### config.mk
export PLATFORM = sky130hd
export DESIGN_NAME = icsel_top
export DESIGN_NICKNAME = d
export VERILOG_FILES = /design/src/design/icsel_pkg.sv /design/src/design/icsel_top.sv
export SDC_FILE = /design/constraint.sdc
export NUM_CORES = 1
export LEC_CHECK = 0
export BUFFER_PORTS_ARGS = -buffer_cell sky130_fd_sc_hd__clkbuf_2
export CAP_MARGIN = 15
export CORE_ASPECT_RATIO = 2
export CORE_MARGIN = 2
export CORE_UTILIZATION = 40
export DETAILED_ROUTE_END_ITERATION = 10
export MAX_ROUTING_LAYER = met4
export PLACE_DENSITY = 0.65
export SLEW_MARGIN = 20
export SYNTH_ARGS = -nofsm -noshare
export SYNTH_HDL_FRONTEND = slang
export SYNTH_SLANG_ARGS = --single-unit
### constraint.sdc
create_clock -name clk_sys_i -period 3.9 [get_ports clk_sys_i]
set_clock_uncertainty 0.15 [all_clocks]
set_input_delay 0.39 -clock clk_sys_i [delete_from_list [all_inputs] [get_ports clk_sys_i]]
set_output_delay 0.39 -clock clk_sys_i [all_outputs]
set_load 0.05 [all_outputs]
### src/design/icsel_pkg.sv
`default_nettype none
package icsel_pkg;

  ////////////////////////////////////////////////////////////////////////
  // Register byte addresses.
  localparam logic [3:0] ICSEL_OFS_CTRL1 = 4'h0;
  localparam logic [3:0] ICSEL_OFS_CTRL2 = 4'h4;
  localparam logic [3:0] ICSEL_OFS_TRIM  = 4'h8;
  localparam logic [3:0] ICSEL_OFS_STAT  = 4'hC;

  ////////////////////////////////////////////////////////////////////////
  // Field positions.
  localparam int ICSEL_SRC_BIT   = 6;
  localparam int ICSEL_REFERENCE_DIVIDER_SELECT_LSB  = 3;
  localparam int ICSEL_RSTEN_BIT = 0;
  localparam int ICSEL_BUS_DIVIDER_FIELD_LSB  = 6;
  localparam int ICSEL_LP_BIT    = 3;
  localparam int ICSEL_STAT_BIT  = 2;
  localparam int ICSEL_FTRIM_BIT = 0;

  localparam logic [7:0] ICSEL_CTRL1_ONES = 8'h06;

  ////////////////////////////////////////////////////////////////////////
  // Values after reset.
  localparam logic       ICSEL_SRC_RST   = 1'b0;
  localparam logic [2:0] ICSEL_REFERENCE_DIVIDER_SELECT_RST  = 3'h0;
  localparam logic       ICSEL_RSTEN_RST = 1'b0;
  localparam logic [1:0] ICSEL_BUS_DIVIDER_FIELD_RST  = 2'h1;
  localparam logic       ICSEL_LP_RST    = 1'b0;
  localparam logic [7:0] ICSEL_TRIM_RST  = 8'h80;
  localparam logic       ICSEL_FTRIM_RST = 1'b0;

  ////////////////////////////////////////////////////////////////////////
  // Counts.
  localparam int ICSEL_LOCK_RATIO = 512;
  localparam int ICSEL_LOCK_W     = 10;

  typedef enum logic [1:0] {
    ICSEL_ENGAGED,
    ICSEL_BYPASSED,
    ICSEL_BYP_LP,
    ICSEL_STOP
  } icsel_mode_e;

  typedef enum logic [1:0] {
    ICSEL_SW_IDLE,
    ICSEL_SW_DROP,
    ICSEL_SW_PICK
  } icsel_sw_e;

endpackage
`default_nettype wire

### src/design/icsel_top.sv
// Function
// Selected source via divider drives system clock.
// First control bits 1,2 read one.
// Divider field 7:6 selects 1/2/4/8.
// Reset enters loop engaged mode.
// Debug clock is loop output halved.
// Engaged mode: system and debug from loop.
// Bypassed: loop runs, system from reference.
// Low power bypass: loop off, no debug.
// Stop: no system, no debug clock.
// Source select bit 6 picks path.
// Stop enable keeps reference running in stop.
// Low power bit disables loop unless debugging; here only in bypass, engaged mode keeps the loop on.
// Three bit reference divider selection.
// Nine trim bits tune reference period.
// No signal of this unit leaves chip.
// Select and low power bit pick mode.
// Loop locks to 512 times filter.
// Divider changes take effect immediately.
// Mode status follows synchronised source switch.
// Glitch free source mux on both clocks.
`default_nettype none
module icsel_top
  import icsel_pkg::*;
#(
  parameter int LOCK_RATIO = icsel_pkg::ICSEL_LOCK_RATIO,
  parameter int LOCK_W     = icsel_pkg::ICSEL_LOCK_W
) (
  input  wire logic        clk_sys_i,          // System clock.
  input  wire logic        resetn_i,           // Sync reset, low.
  input  wire logic [3:0]  avs_address_i,      // Byte address.
  input  wire logic        avs_read_i,         // Read request.
  input  wire logic        avs_write_i,        // Write request.
  input  wire logic [31:0] avs_writedata_i,    // Write data.
  input  wire logic [3:0]  avs_byteenable_i,   // Byte lanes.
  output logic      [31:0] avs_readdata_o,     // Read data.
  output logic             avs_waitrequest_o,  // Stall.
  input  wire logic        loop_clk_i,         // Loop oscillator.
  input  wire logic        ref_clk_i,          // Internal reference.
  input  wire logic        stop_i,             // Chip in stop.
  input  wire logic        bdm_active_i,       // Debug mode active.
  output logic             system_clock_out_o, // System clock out.
  output logic             debug_clock_o,      // Debug clock.
  output logic             loop_enable_o,      // Loop powered.
  output logic             ref_enable_o,       // Reference powered.
  output logic             loop_locked_o,      // Loop at ratio.
  output logic      [2:0]  ref_div_sel_o,      // Reference divider.
  output logic      [8:0]  trim_o,             // Reference trim.
  output icsel_pkg::icsel_mode_e clock_mode_o  // Active mode.
);
  import icsel_pkg::*;

  if (LOCK_RATIO < 1 || LOCK_RATIO >= (1 << LOCK_W)) begin : g_chk
    $error("LOCK_RATIO does not fit LOCK_W");
  end

  ////////////////////////////////////////////////////////////////////////
  // Register file and bus slave.

  logic       src_q;
  logic       src_d;
  logic [2:0] reference_divider_select_q;
  logic [2:0] reference_divider_select_d;
  logic       rsten_q;
  logic       rsten_d;
  logic [1:0] bus_divider_field_q;
  logic [1:0] bus_divider_field_d;
  logic       lp_q;
  logic       lp_d;
  logic [7:0] trim_q;
  logic [7:0] trim_d;
  logic       ftrim_q;
  logic       ftrim_d;
  logic       ack_q;
  logic       ack_d;
  logic [7:0] rdata_q;
  logic [7:0] rdata_d;
  logic       cur_q;
  logic       req;
  logic       wr_en;
  logic [7:0] wdat;
  logic [7:0] rd_val;

  assign req   = avs_read_i | avs_write_i;
  assign wr_en = avs_write_i & ack_q & avs_byteenable_i[0];
  assign wdat  = avs_writedata_i[7:0];

  // One wait state: the read value is captured while stalled, so it
  // stands on the same edge at which waitrequest is seen low.
  assign avs_waitrequest_o = req & ~ack_q;

  always_comb begin
    rd_val = 8'h00;
    case (avs_address_i)
      ICSEL_OFS_CTRL1: begin
        rd_val[ICSEL_SRC_BIT]             = src_q;
        rd_val[ICSEL_REFERENCE_DIVIDER_SELECT_LSB +: 3]       = reference_divider_select_q;
        rd_val[ICSEL_RSTEN_BIT]           = rsten_q;
        rd_val = rd_val | ICSEL_CTRL1_ONES;
      end
      ICSEL_OFS_CTRL2: begin
        rd_val[ICSEL_BUS_DIVIDER_FIELD_LSB +: 2] = bus_divider_field_q;
        rd_val[ICSEL_LP_BIT]        = lp_q;
      end
      ICSEL_OFS_TRIM: begin
        rd_val = trim_q;
      end
      ICSEL_OFS_STAT: begin
        rd_val[ICSEL_STAT_BIT]  = cur_q;
        rd_val[ICSEL_FTRIM_BIT] = ftrim_q;
      end
      default: begin
        rd_val = 8'h00;
      end
    endcase
  end

  always_comb begin
    src_d   = src_q;
    reference_divider_select_d  = reference_divider_select_q;
    rsten_d = rsten_q;
    bus_divider_field_d  = bus_divider_field_q;
    lp_d    = lp_q;
    trim_d  = trim_q;
    ftrim_d = ftrim_q;
    ack_d   = req & ~ack_q;
    rdata_d = rdata_q;
    if (avs_read_i && !ack_q) begin
      rdata_d = rd_val;
    end
    if (wr_en) begin
      case (avs_address_i)
        ICSEL_OFS_CTRL1: begin
          src_d   = wdat[ICSEL_SRC_BIT];
          reference_divider_select_d  = wdat[ICSEL_REFERENCE_DIVIDER_SELECT_LSB +: 3];
          rsten_d = wdat[ICSEL_RSTEN_BIT];
        end
        ICSEL_OFS_CTRL2: begin
          bus_divider_field_d = wdat[ICSEL_BUS_DIVIDER_FIELD_LSB +: 2];
          lp_d   = wdat[ICSEL_LP_BIT];
        end
        ICSEL_OFS_TRIM: begin
          trim_d = wdat;
        end
        ICSEL_OFS_STAT: begin
          ftrim_d = wdat[ICSEL_FTRIM_BIT];
        end
        default: begin
          ack_d = req & ~ack_q;
        end
      endcase
    end
  end

  always_ff @(posedge clk_sys_i) begin
    if (!resetn_i) begin
      src_q   <= ICSEL_SRC_RST;
      reference_divider_select_q  <= ICSEL_REFERENCE_DIVIDER_SELECT_RST;
      rsten_q <= ICSEL_RSTEN_RST;
      bus_divider_field_q  <= ICSEL_BUS_DIVIDER_FIELD_RST;
      lp_q    <= ICSEL_LP_RST;
      trim_q  <= ICSEL_TRIM_RST;
      ftrim_q <= ICSEL_FTRIM_RST;
      ack_q   <= 1'b0;
      rdata_q <= 8'h00;
    end else begin
      src_q   <= src_d;
      reference_divider_select_q  <= reference_divider_select_d;
      rsten_q <= rsten_d;
      bus_divider_field_q  <= bus_divider_field_d;
      lp_q    <= lp_d;
      trim_q  <= trim_d;
      ftrim_q <= ftrim_d;
      ack_q   <= ack_d;
      rdata_q <= rdata_d;
    end
  end

  ////////////////////////////////////////////////////////////////////////
  // Mode decode and power control.

  icsel_mode_e mode_q;
  icsel_mode_e mode_d;
  logic        loop_en_q;
  logic        loop_en_d;
  logic        ref_en_q;
  logic        ref_en_d;

  always_comb begin
    if (stop_i) begin
      mode_d = ICSEL_STOP;
    end else if (!src_q) begin
      mode_d = ICSEL_ENGAGED;
    end else if (lp_q) begin
      mode_d = ICSEL_BYP_LP;
    end else begin
      mode_d = ICSEL_BYPASSED;
    end
    // The loop stays on in bypass so a later switch to engaged finds it
    // already settled; low power trades that for current.
    loop_en_d = ~stop_i & (~src_q | ~lp_q | bdm_active_i);
    // The output enable of the reference reads as set and the unit is
    // always in a run mode before stop, so only the stop enable counts.
    ref_en_d = ~stop_i | rsten_q;
  end

  always_ff @(posedge clk_sys_i) begin
    if (!resetn_i) begin
      mode_q    <= ICSEL_ENGAGED;
      loop_en_q <= 1'b1;
      ref_en_q  <= 1'b1;
    end else begin
      mode_q    <= mode_d;
      loop_en_q <= loop_en_d;
      ref_en_q  <= ref_en_d;
    end
  end

  ////////////////////////////////////////////////////////////////////////
  // Glitch free source switch.

  icsel_sw_e sw_q;
  icsel_sw_e sw_d;
  logic      cur_d;
  logic      nxt_q;
  logic      nxt_d;
  logic      en_l_q;
  logic      en_l_d;
  logic      en_r_q;
  logic      en_r_d;
  logic      lclk_q;
  logic      rclk_q;
  logic      lclk;
  logic      cur_lvl;
  logic      nxt_lvl;

  assign lclk    = loop_clk_i & loop_en_q;
  assign cur_lvl = cur_q ? ref_clk_i : lclk;
  assign nxt_lvl = nxt_q ? ref_clk_i : lclk;

  // A gate only opens or closes while its own clock is low, so no
  // runt pulse can reach the divider.
  always_comb begin
    sw_d   = sw_q;
    cur_d  = cur_q;
    nxt_d  = nxt_q;
    en_l_d = en_l_q;
    en_r_d = en_r_q;
    case (sw_q)
      ICSEL_SW_IDLE: begin
        if (src_q != cur_q) begin
          nxt_d = src_q;
          sw_d  = ICSEL_SW_DROP;
        end
      end
      ICSEL_SW_DROP: begin
        if (!cur_lvl) begin
          en_l_d = 1'b0;
          en_r_d = 1'b0;
          sw_d   = ICSEL_SW_PICK;
        end
      end
      ICSEL_SW_PICK: begin
        if (!nxt_lvl) begin
          en_l_d = ~nxt_q;
          en_r_d = nxt_q;
          cur_d  = nxt_q;
          sw_d   = ICSEL_SW_IDLE;
        end
      end
      default: begin
        sw_d = ICSEL_SW_IDLE;
      end
    endcase
  end

  always_ff @(posedge clk_sys_i) begin
    if (!resetn_i) begin
      sw_q   <= ICSEL_SW_IDLE;
      cur_q  <= ICSEL_SRC_RST;
      nxt_q  <= ICSEL_SRC_RST;
      en_l_q <= 1'b1;
      en_r_q <= 1'b0;
      lclk_q <= 1'b0;
      rclk_q <= 1'b0;
    end else begin
      sw_q   <= sw_d;
      cur_q  <= cur_d;
      nxt_q  <= nxt_d;
      en_l_q <= en_l_d;
      en_r_q <= en_r_d;
      lclk_q <= lclk;
      rclk_q <= ref_clk_i;
    end
  end

  ////////////////////////////////////////////////////////////////////////
  // Bus divider and clock outputs.

  logic       mux_clk;
  logic       mux_p_q;
  logic [2:0] cnt_q;
  logic [2:0] cnt_d;
  logic       sys_q;
  logic       sys_d;
  logic       dbg_q;
  logic       dbg_d;
  logic       l_rise;

  assign mux_clk = (en_l_q & lclk_q) | (en_r_q & rclk_q);
  assign l_rise  = lclk & ~lclk_q;

  always_comb begin
    cnt_d = cnt_q;
    if (mux_clk && !mux_p_q) begin
      cnt_d = cnt_q + 3'h1;
    end
    // The field is decoded every cycle, so a new ratio acts at once.
    case (bus_divider_field_q)
      2'h0:    sys_d = mux_clk;
      2'h1:    sys_d = cnt_q[0];
      2'h2:    sys_d = cnt_q[1];
      default: sys_d = cnt_q[2];
    endcase
    if (stop_i) begin
      sys_d = 1'b0;
    end
    dbg_d = 1'b0;
    if (loop_en_q) begin
      dbg_d = l_rise ? ~dbg_q : dbg_q;
    end
  end

  always_ff @(posedge clk_sys_i) begin
    if (!resetn_i) begin
      mux_p_q <= 1'b0;
      cnt_q   <= 3'h0;
      sys_q   <= 1'b0;
      dbg_q   <= 1'b0;
    end else begin
      mux_p_q <= mux_clk;
      cnt_q   <= cnt_d;
      sys_q   <= sys_d;
      dbg_q   <= dbg_d;
    end
  end

  ////////////////////////////////////////////////////////////////////////
  // Reference divider and loop lock meter.

  logic [6:0]        fcnt_q;
  logic [6:0]        fcnt_d;
  logic [6:0]        flim;
  logic [LOCK_W-1:0] mcnt_q;
  logic [LOCK_W-1:0] mcnt_d;
  logic              lock_q;
  logic              lock_d;
  logic              r_rise;
  logic              tick;

  assign r_rise = ref_clk_i & ~rclk_q;
  assign flim   = 7'((8'h01 << reference_divider_select_q) - 8'h01);
  // Compare with at-or-above so that lowering the divider while the
  // count stands past the new limit ends the period at the next reference edge, instead of
  // waiting for the counter to wrap.
  assign tick   = r_rise & (fcnt_q >= flim);

  // The meter only counts edges seen at the system clock rate, so it
  // reads true only while both sources run well below that rate.
  always_comb begin
    fcnt_d = fcnt_q;
    if (r_rise) begin
      fcnt_d = tick ? 7'h00 : fcnt_q + 7'h01;
    end
    mcnt_d = mcnt_q;
    if (l_rise && !(&mcnt_q)) begin
      mcnt_d = mcnt_q + 1'b1;
    end
    lock_d = lock_q;
    if (tick) begin
      lock_d = (mcnt_q == LOCK_W'(LOCK_RATIO));
      mcnt_d = {{(LOCK_W-1){1'b0}}, l_rise};
    end
    if (!loop_en_q) begin
      lock_d = 1'b0;
      mcnt_d = '0;
    end
  end

  always_ff @(posedge clk_sys_i) begin
    if (!resetn_i) begin
      fcnt_q <= 7'h00;
      mcnt_q <= '0;
      lock_q <= 1'b0;
    end else begin
      fcnt_q <= fcnt_d;
      mcnt_q <= mcnt_d;
      lock_q <= lock_d;
    end
  end

  ////////////////////////////////////////////////////////////////////////
  // Outputs feed on-chip logic only.

  assign avs_readdata_o     = {24'h00_0000, rdata_q};
  assign system_clock_out_o = sys_q;
  assign debug_clock_o      = dbg_q;
  assign loop_enable_o      = loop_en_q;
  assign ref_enable_o       = ref_en_q;
  assign loop_locked_o      = lock_q;
  assign ref_div_sel_o      = reference_divider_select_q;
  assign trim_o             = {trim_q, ftrim_q};
  assign clock_mode_o       = mode_q;

endmodule
`default_nettype wire

==> Implementation_results.wiki <==
{| class="wikitable"
! Metric !! Value
|-
| Die Height || 129 µm
|-
| Relative slew slack || 62.4%
|-
| Sequential-to-total area share from yosys stat || 39.9%
|-
| Least setup slack across all paths after layout || 1450 ps
|-
| Power density over the cells || 433 nW/µm²
|-
| Synthesized instance count || 346
|-
| Warnings, synthesis || 0
|-
| Root buf cell || clkbuf_16
|-
| Number of buffers on the longest clock path || 2
|-
| Row Count || 45
|-
| Top cells by area in the synthesized netlist || dfxtp_1 (40%), mux2i_1 (7.4%), nor2_1 (6.4%), buf_4 (6.0%), ha_1 (4.4%)
|-
| Finished layout cell area || 3610 µm²
|-
| Final hold violation count || 0
|-
| Met3 Usage GRT || 4.46%
|-
| CTS tree || yes
|-
| Total placed cells including tap cells || 477
|-
| Number of max-capacitance violations reported || 0
|-
| Portion of synthesized cell area occupied by the leading cell type || 39.9%
|-
| Post-detailed-placement half-perimeter wirelength || 5110 µm
|-
| Die W || 66.4 µm
|-
| GR Layer Usage met1 || 17.0%
|-
| H-tree depth || 3
|-
| Busiest layer in global routing || met2
|-
| Area used by multi-input combinational logic || 1680 µm²
|-
| PortBufs || 48
|-
| Area of the die || 8540 µm²
|-
| Mapped cell area || 3110 µm²
|-
| Distinct cell type count after synthesis || 56
|-
| Number of enable flip-flop cells after synthesis || 0
|-
| Number of global-route vias before repair || 2,503
|-
| Fill count || 761
|-
| Register bit total from synthesis || 62
|-
| Final ANT Viol Nets || 0
|-
| Starting Density || 41.2%
|-
| Post-CTS Hold Fix Bufs || 0
|-
| DR vias/cell || 5.20
|-
| Post-DR wirelength/cell || 13.9 µm
|-
| Most used flip-flop cell after synthesis || dfxtp_1
|-
| Category of the worst setup path launch point || register
|-
| Leakage Power || 1.53 nW
|-
| Antenna diode count || 0
|-
| Total congestion overflow after global routing || 0
|-
| Count of buffers added by post-CTS timing repair for setup || 0
|-
| Worst endpoint data arrival time || 2490 ps
|-
| Status || complete, no violations
|-
| Sum of internal, switching and leakage power || 1.56 mW
|-
| 1st-pass router iterations || 4
|-
| Clock input transition at the sequential cells of the worst setup and hold paths || 50 ps
|-
| Final cycle utilization of the critical path || 62.8%
|-
| Fraction of met2 tracks used by global routing || 31.6%
|-
| Setup TNS after final layout || 0 ps
|-
| Worst endpoint required time || 3950 ps
|-
| Worst slack, placed || 1470 ps
|-
| 1st-iter DRT viols || 110
|-
| Largest voltage drop on the vdd net || 0.257 mV
|-
| Post-Route WL || 6830 µm
|-
| Wire length of the first global-routing pass || 11,300 µm
|-
| Max Freq || 0.408 GHz
|-
| Async set or reset register ratio after synthesis || 0%
|-
| Setup-failing EPs final || 0
|-
| Number of primary I/O pins || 100
|-
| Count of nets after finishing || 453
|-
| Mapped Avg Cell Area || 8.99 µm²
|-
| Share of the core filled with cells in the final layout || 47.9%
|-
| Clock period minus worst slack || 2450 ps
|-
| Top cell types by occurrence after synthesis || dfxtp_1 (62), nor2_1 (53), buf_4 (25), nand2_1 (24), mux2i_1 (23)
|-
| Worst Hold Slack || 140 ps
|-
| Most area-hungry cell type in the Yosys netlist || dfxtp_1
|-
| Number of design rule violations left after detail routing || 0
|-
| Number of buffers inserted during clock tree synthesis || 9
|-
| Synth-to-layout area growth || 16.2%
|-
| Post-CTS Resized || 0
|-
| Gp weighted congestion || 0.768
|-
| Clk sink count || 62
|-
| Non-filler instance count after layout || 493
|-
| Placed inst area || 3330 µm²
|-
| Worst-margin pin slew || 564 ps
|-
| Most frequent cell after synthesis || dfxtp_1
|-
| Initial antenna violation count || 0
|-
| Start-to-end type of the worst setup path || register to register
|-
| Fraction of layout cells with a size suffix above 1 || 20.1%
|-
| Total global routing track utilization || 18.0%
|-
| Maximum fanout along the worst path || 10
|-
| Final-report max-slew violation count || 0
|-
| Critical Path Sink Type || register
|-
| Largest net degree at the start of global routing || 30
|-
| Path type of the worst min-delay path || input pin to register
|-
| Total core area || 7540 µm²
|-
| Register area || 1240 µm²
|-
| RSZ-0062 raised after global routing || no
|-
| Clock insertion delay at the later pin of the skew report || 330 ps
|-
| Total number of vias || 2,565
|}
-- path summary, 6_finish.rpt --
kind                            slack, ps  cells past startpoint         end                from
worst min register to register        320                      2  rdata_q[2]          rdata_q[2]
worst max-delay path                 1450                      7   fcnt_q[3]    ref_div_sel_o[2]
worst max register to register       1450                      7   fcnt_q[3]    ref_div_sel_o[2]
worst min-delay path                  140                      3   trim_q[1]  avs_writedata_i[1]
-- per-layer routing --
| layer | up-vias | wire length, µm |
|---|---|---|
| met5 | - | 0 |
| met4 | 0 | 207 |
| met3 | 15 | 299 |
| met2 | 68 | 3780 |
| met1 | 1219 | 2540 |
| li1 | 1263 | - |
-- sequential cells by signal, indices dropped and copies added, names as in the netlist, 2 cells and up --
| signal | count |
|---|---|
| rdata_q | 8 |
| mcnt_q | 10 |
| sw_q | 2 |
| ref_div_sel_o | 3 |
| fcnt_q | 7 |
| trim_q | 8 |
| clock_mode_o | 2 |
| bus_divider_field_q | 2 |
| cnt_q | 3 |
-- critical path, stage by stage (launching register included) --
cell,delay (ps)
dfxtp_1,390
or3_1,400
ha_1,270
nand2b_1,100
a211oi_1,80
o31a_2,400
o21ai_1,430
nor2_1,100
-- layout by cell type (no fill, tap or decap), types with 7 or more instances in the layout --
master	synthesis	routed
mux2i_1	23	23
inv_1	9	9
conb_1	1	24
a21oi_1	20	20
o21ai_0	12	12
ha_1	11	11
nand2_1	24	24
nor3_1	7	7
clkbuf_16	0	9
dfxtp_1	62	62
nand3_1	8	8
xor2_1	10	10
clkbuf_2	0	48
nor2_1	53	53
-- power breakdown --
| part | leakage [nW] | internal (mW) | switching (mW) |
|---|---|---|---|
| Sequential | 0.502 | 0.645 | 0.00873 |
| Combinational | 0.882 | 0.0348 | 0.125 |
| Clock | 0.148 | 0.477 | 0.275 |
| Total | 1.53 | 1.16 | 0.408 |
-- kinds of logic (layout without fill, tap and decap cells) --
family | after synthesis | after routing | synth area share, %
AND/OR/NAND/NOR | 135 | 135 | 22.3
flip-flops | 62 | 62 | 39.9
AO/OA/AOI/OAI | 53 | 53 | 12.1
buffers and inverters | 45 | 75 | 8.77
multiplexers | 24 | 24 | 8.13
XOR/XNOR | 15 | 15 | 4.22
adder cells (fa/ha/maj) | 11 | 11 | 4.42
other | 1 | 24 | 0.121
-- cell type report --
type / count / share of cell area, %
clock buffers: 12 / 7.38
multi-input cells: 262 / 46.6
repair buffers: 49 / 6.86
inverters: 10 / 1.04
flip-flops and latches: 62 / 34.3
clock inverters: 4 / 0.554
well taps: 94 / 3.25
Power figures use the tool's default switching activity.
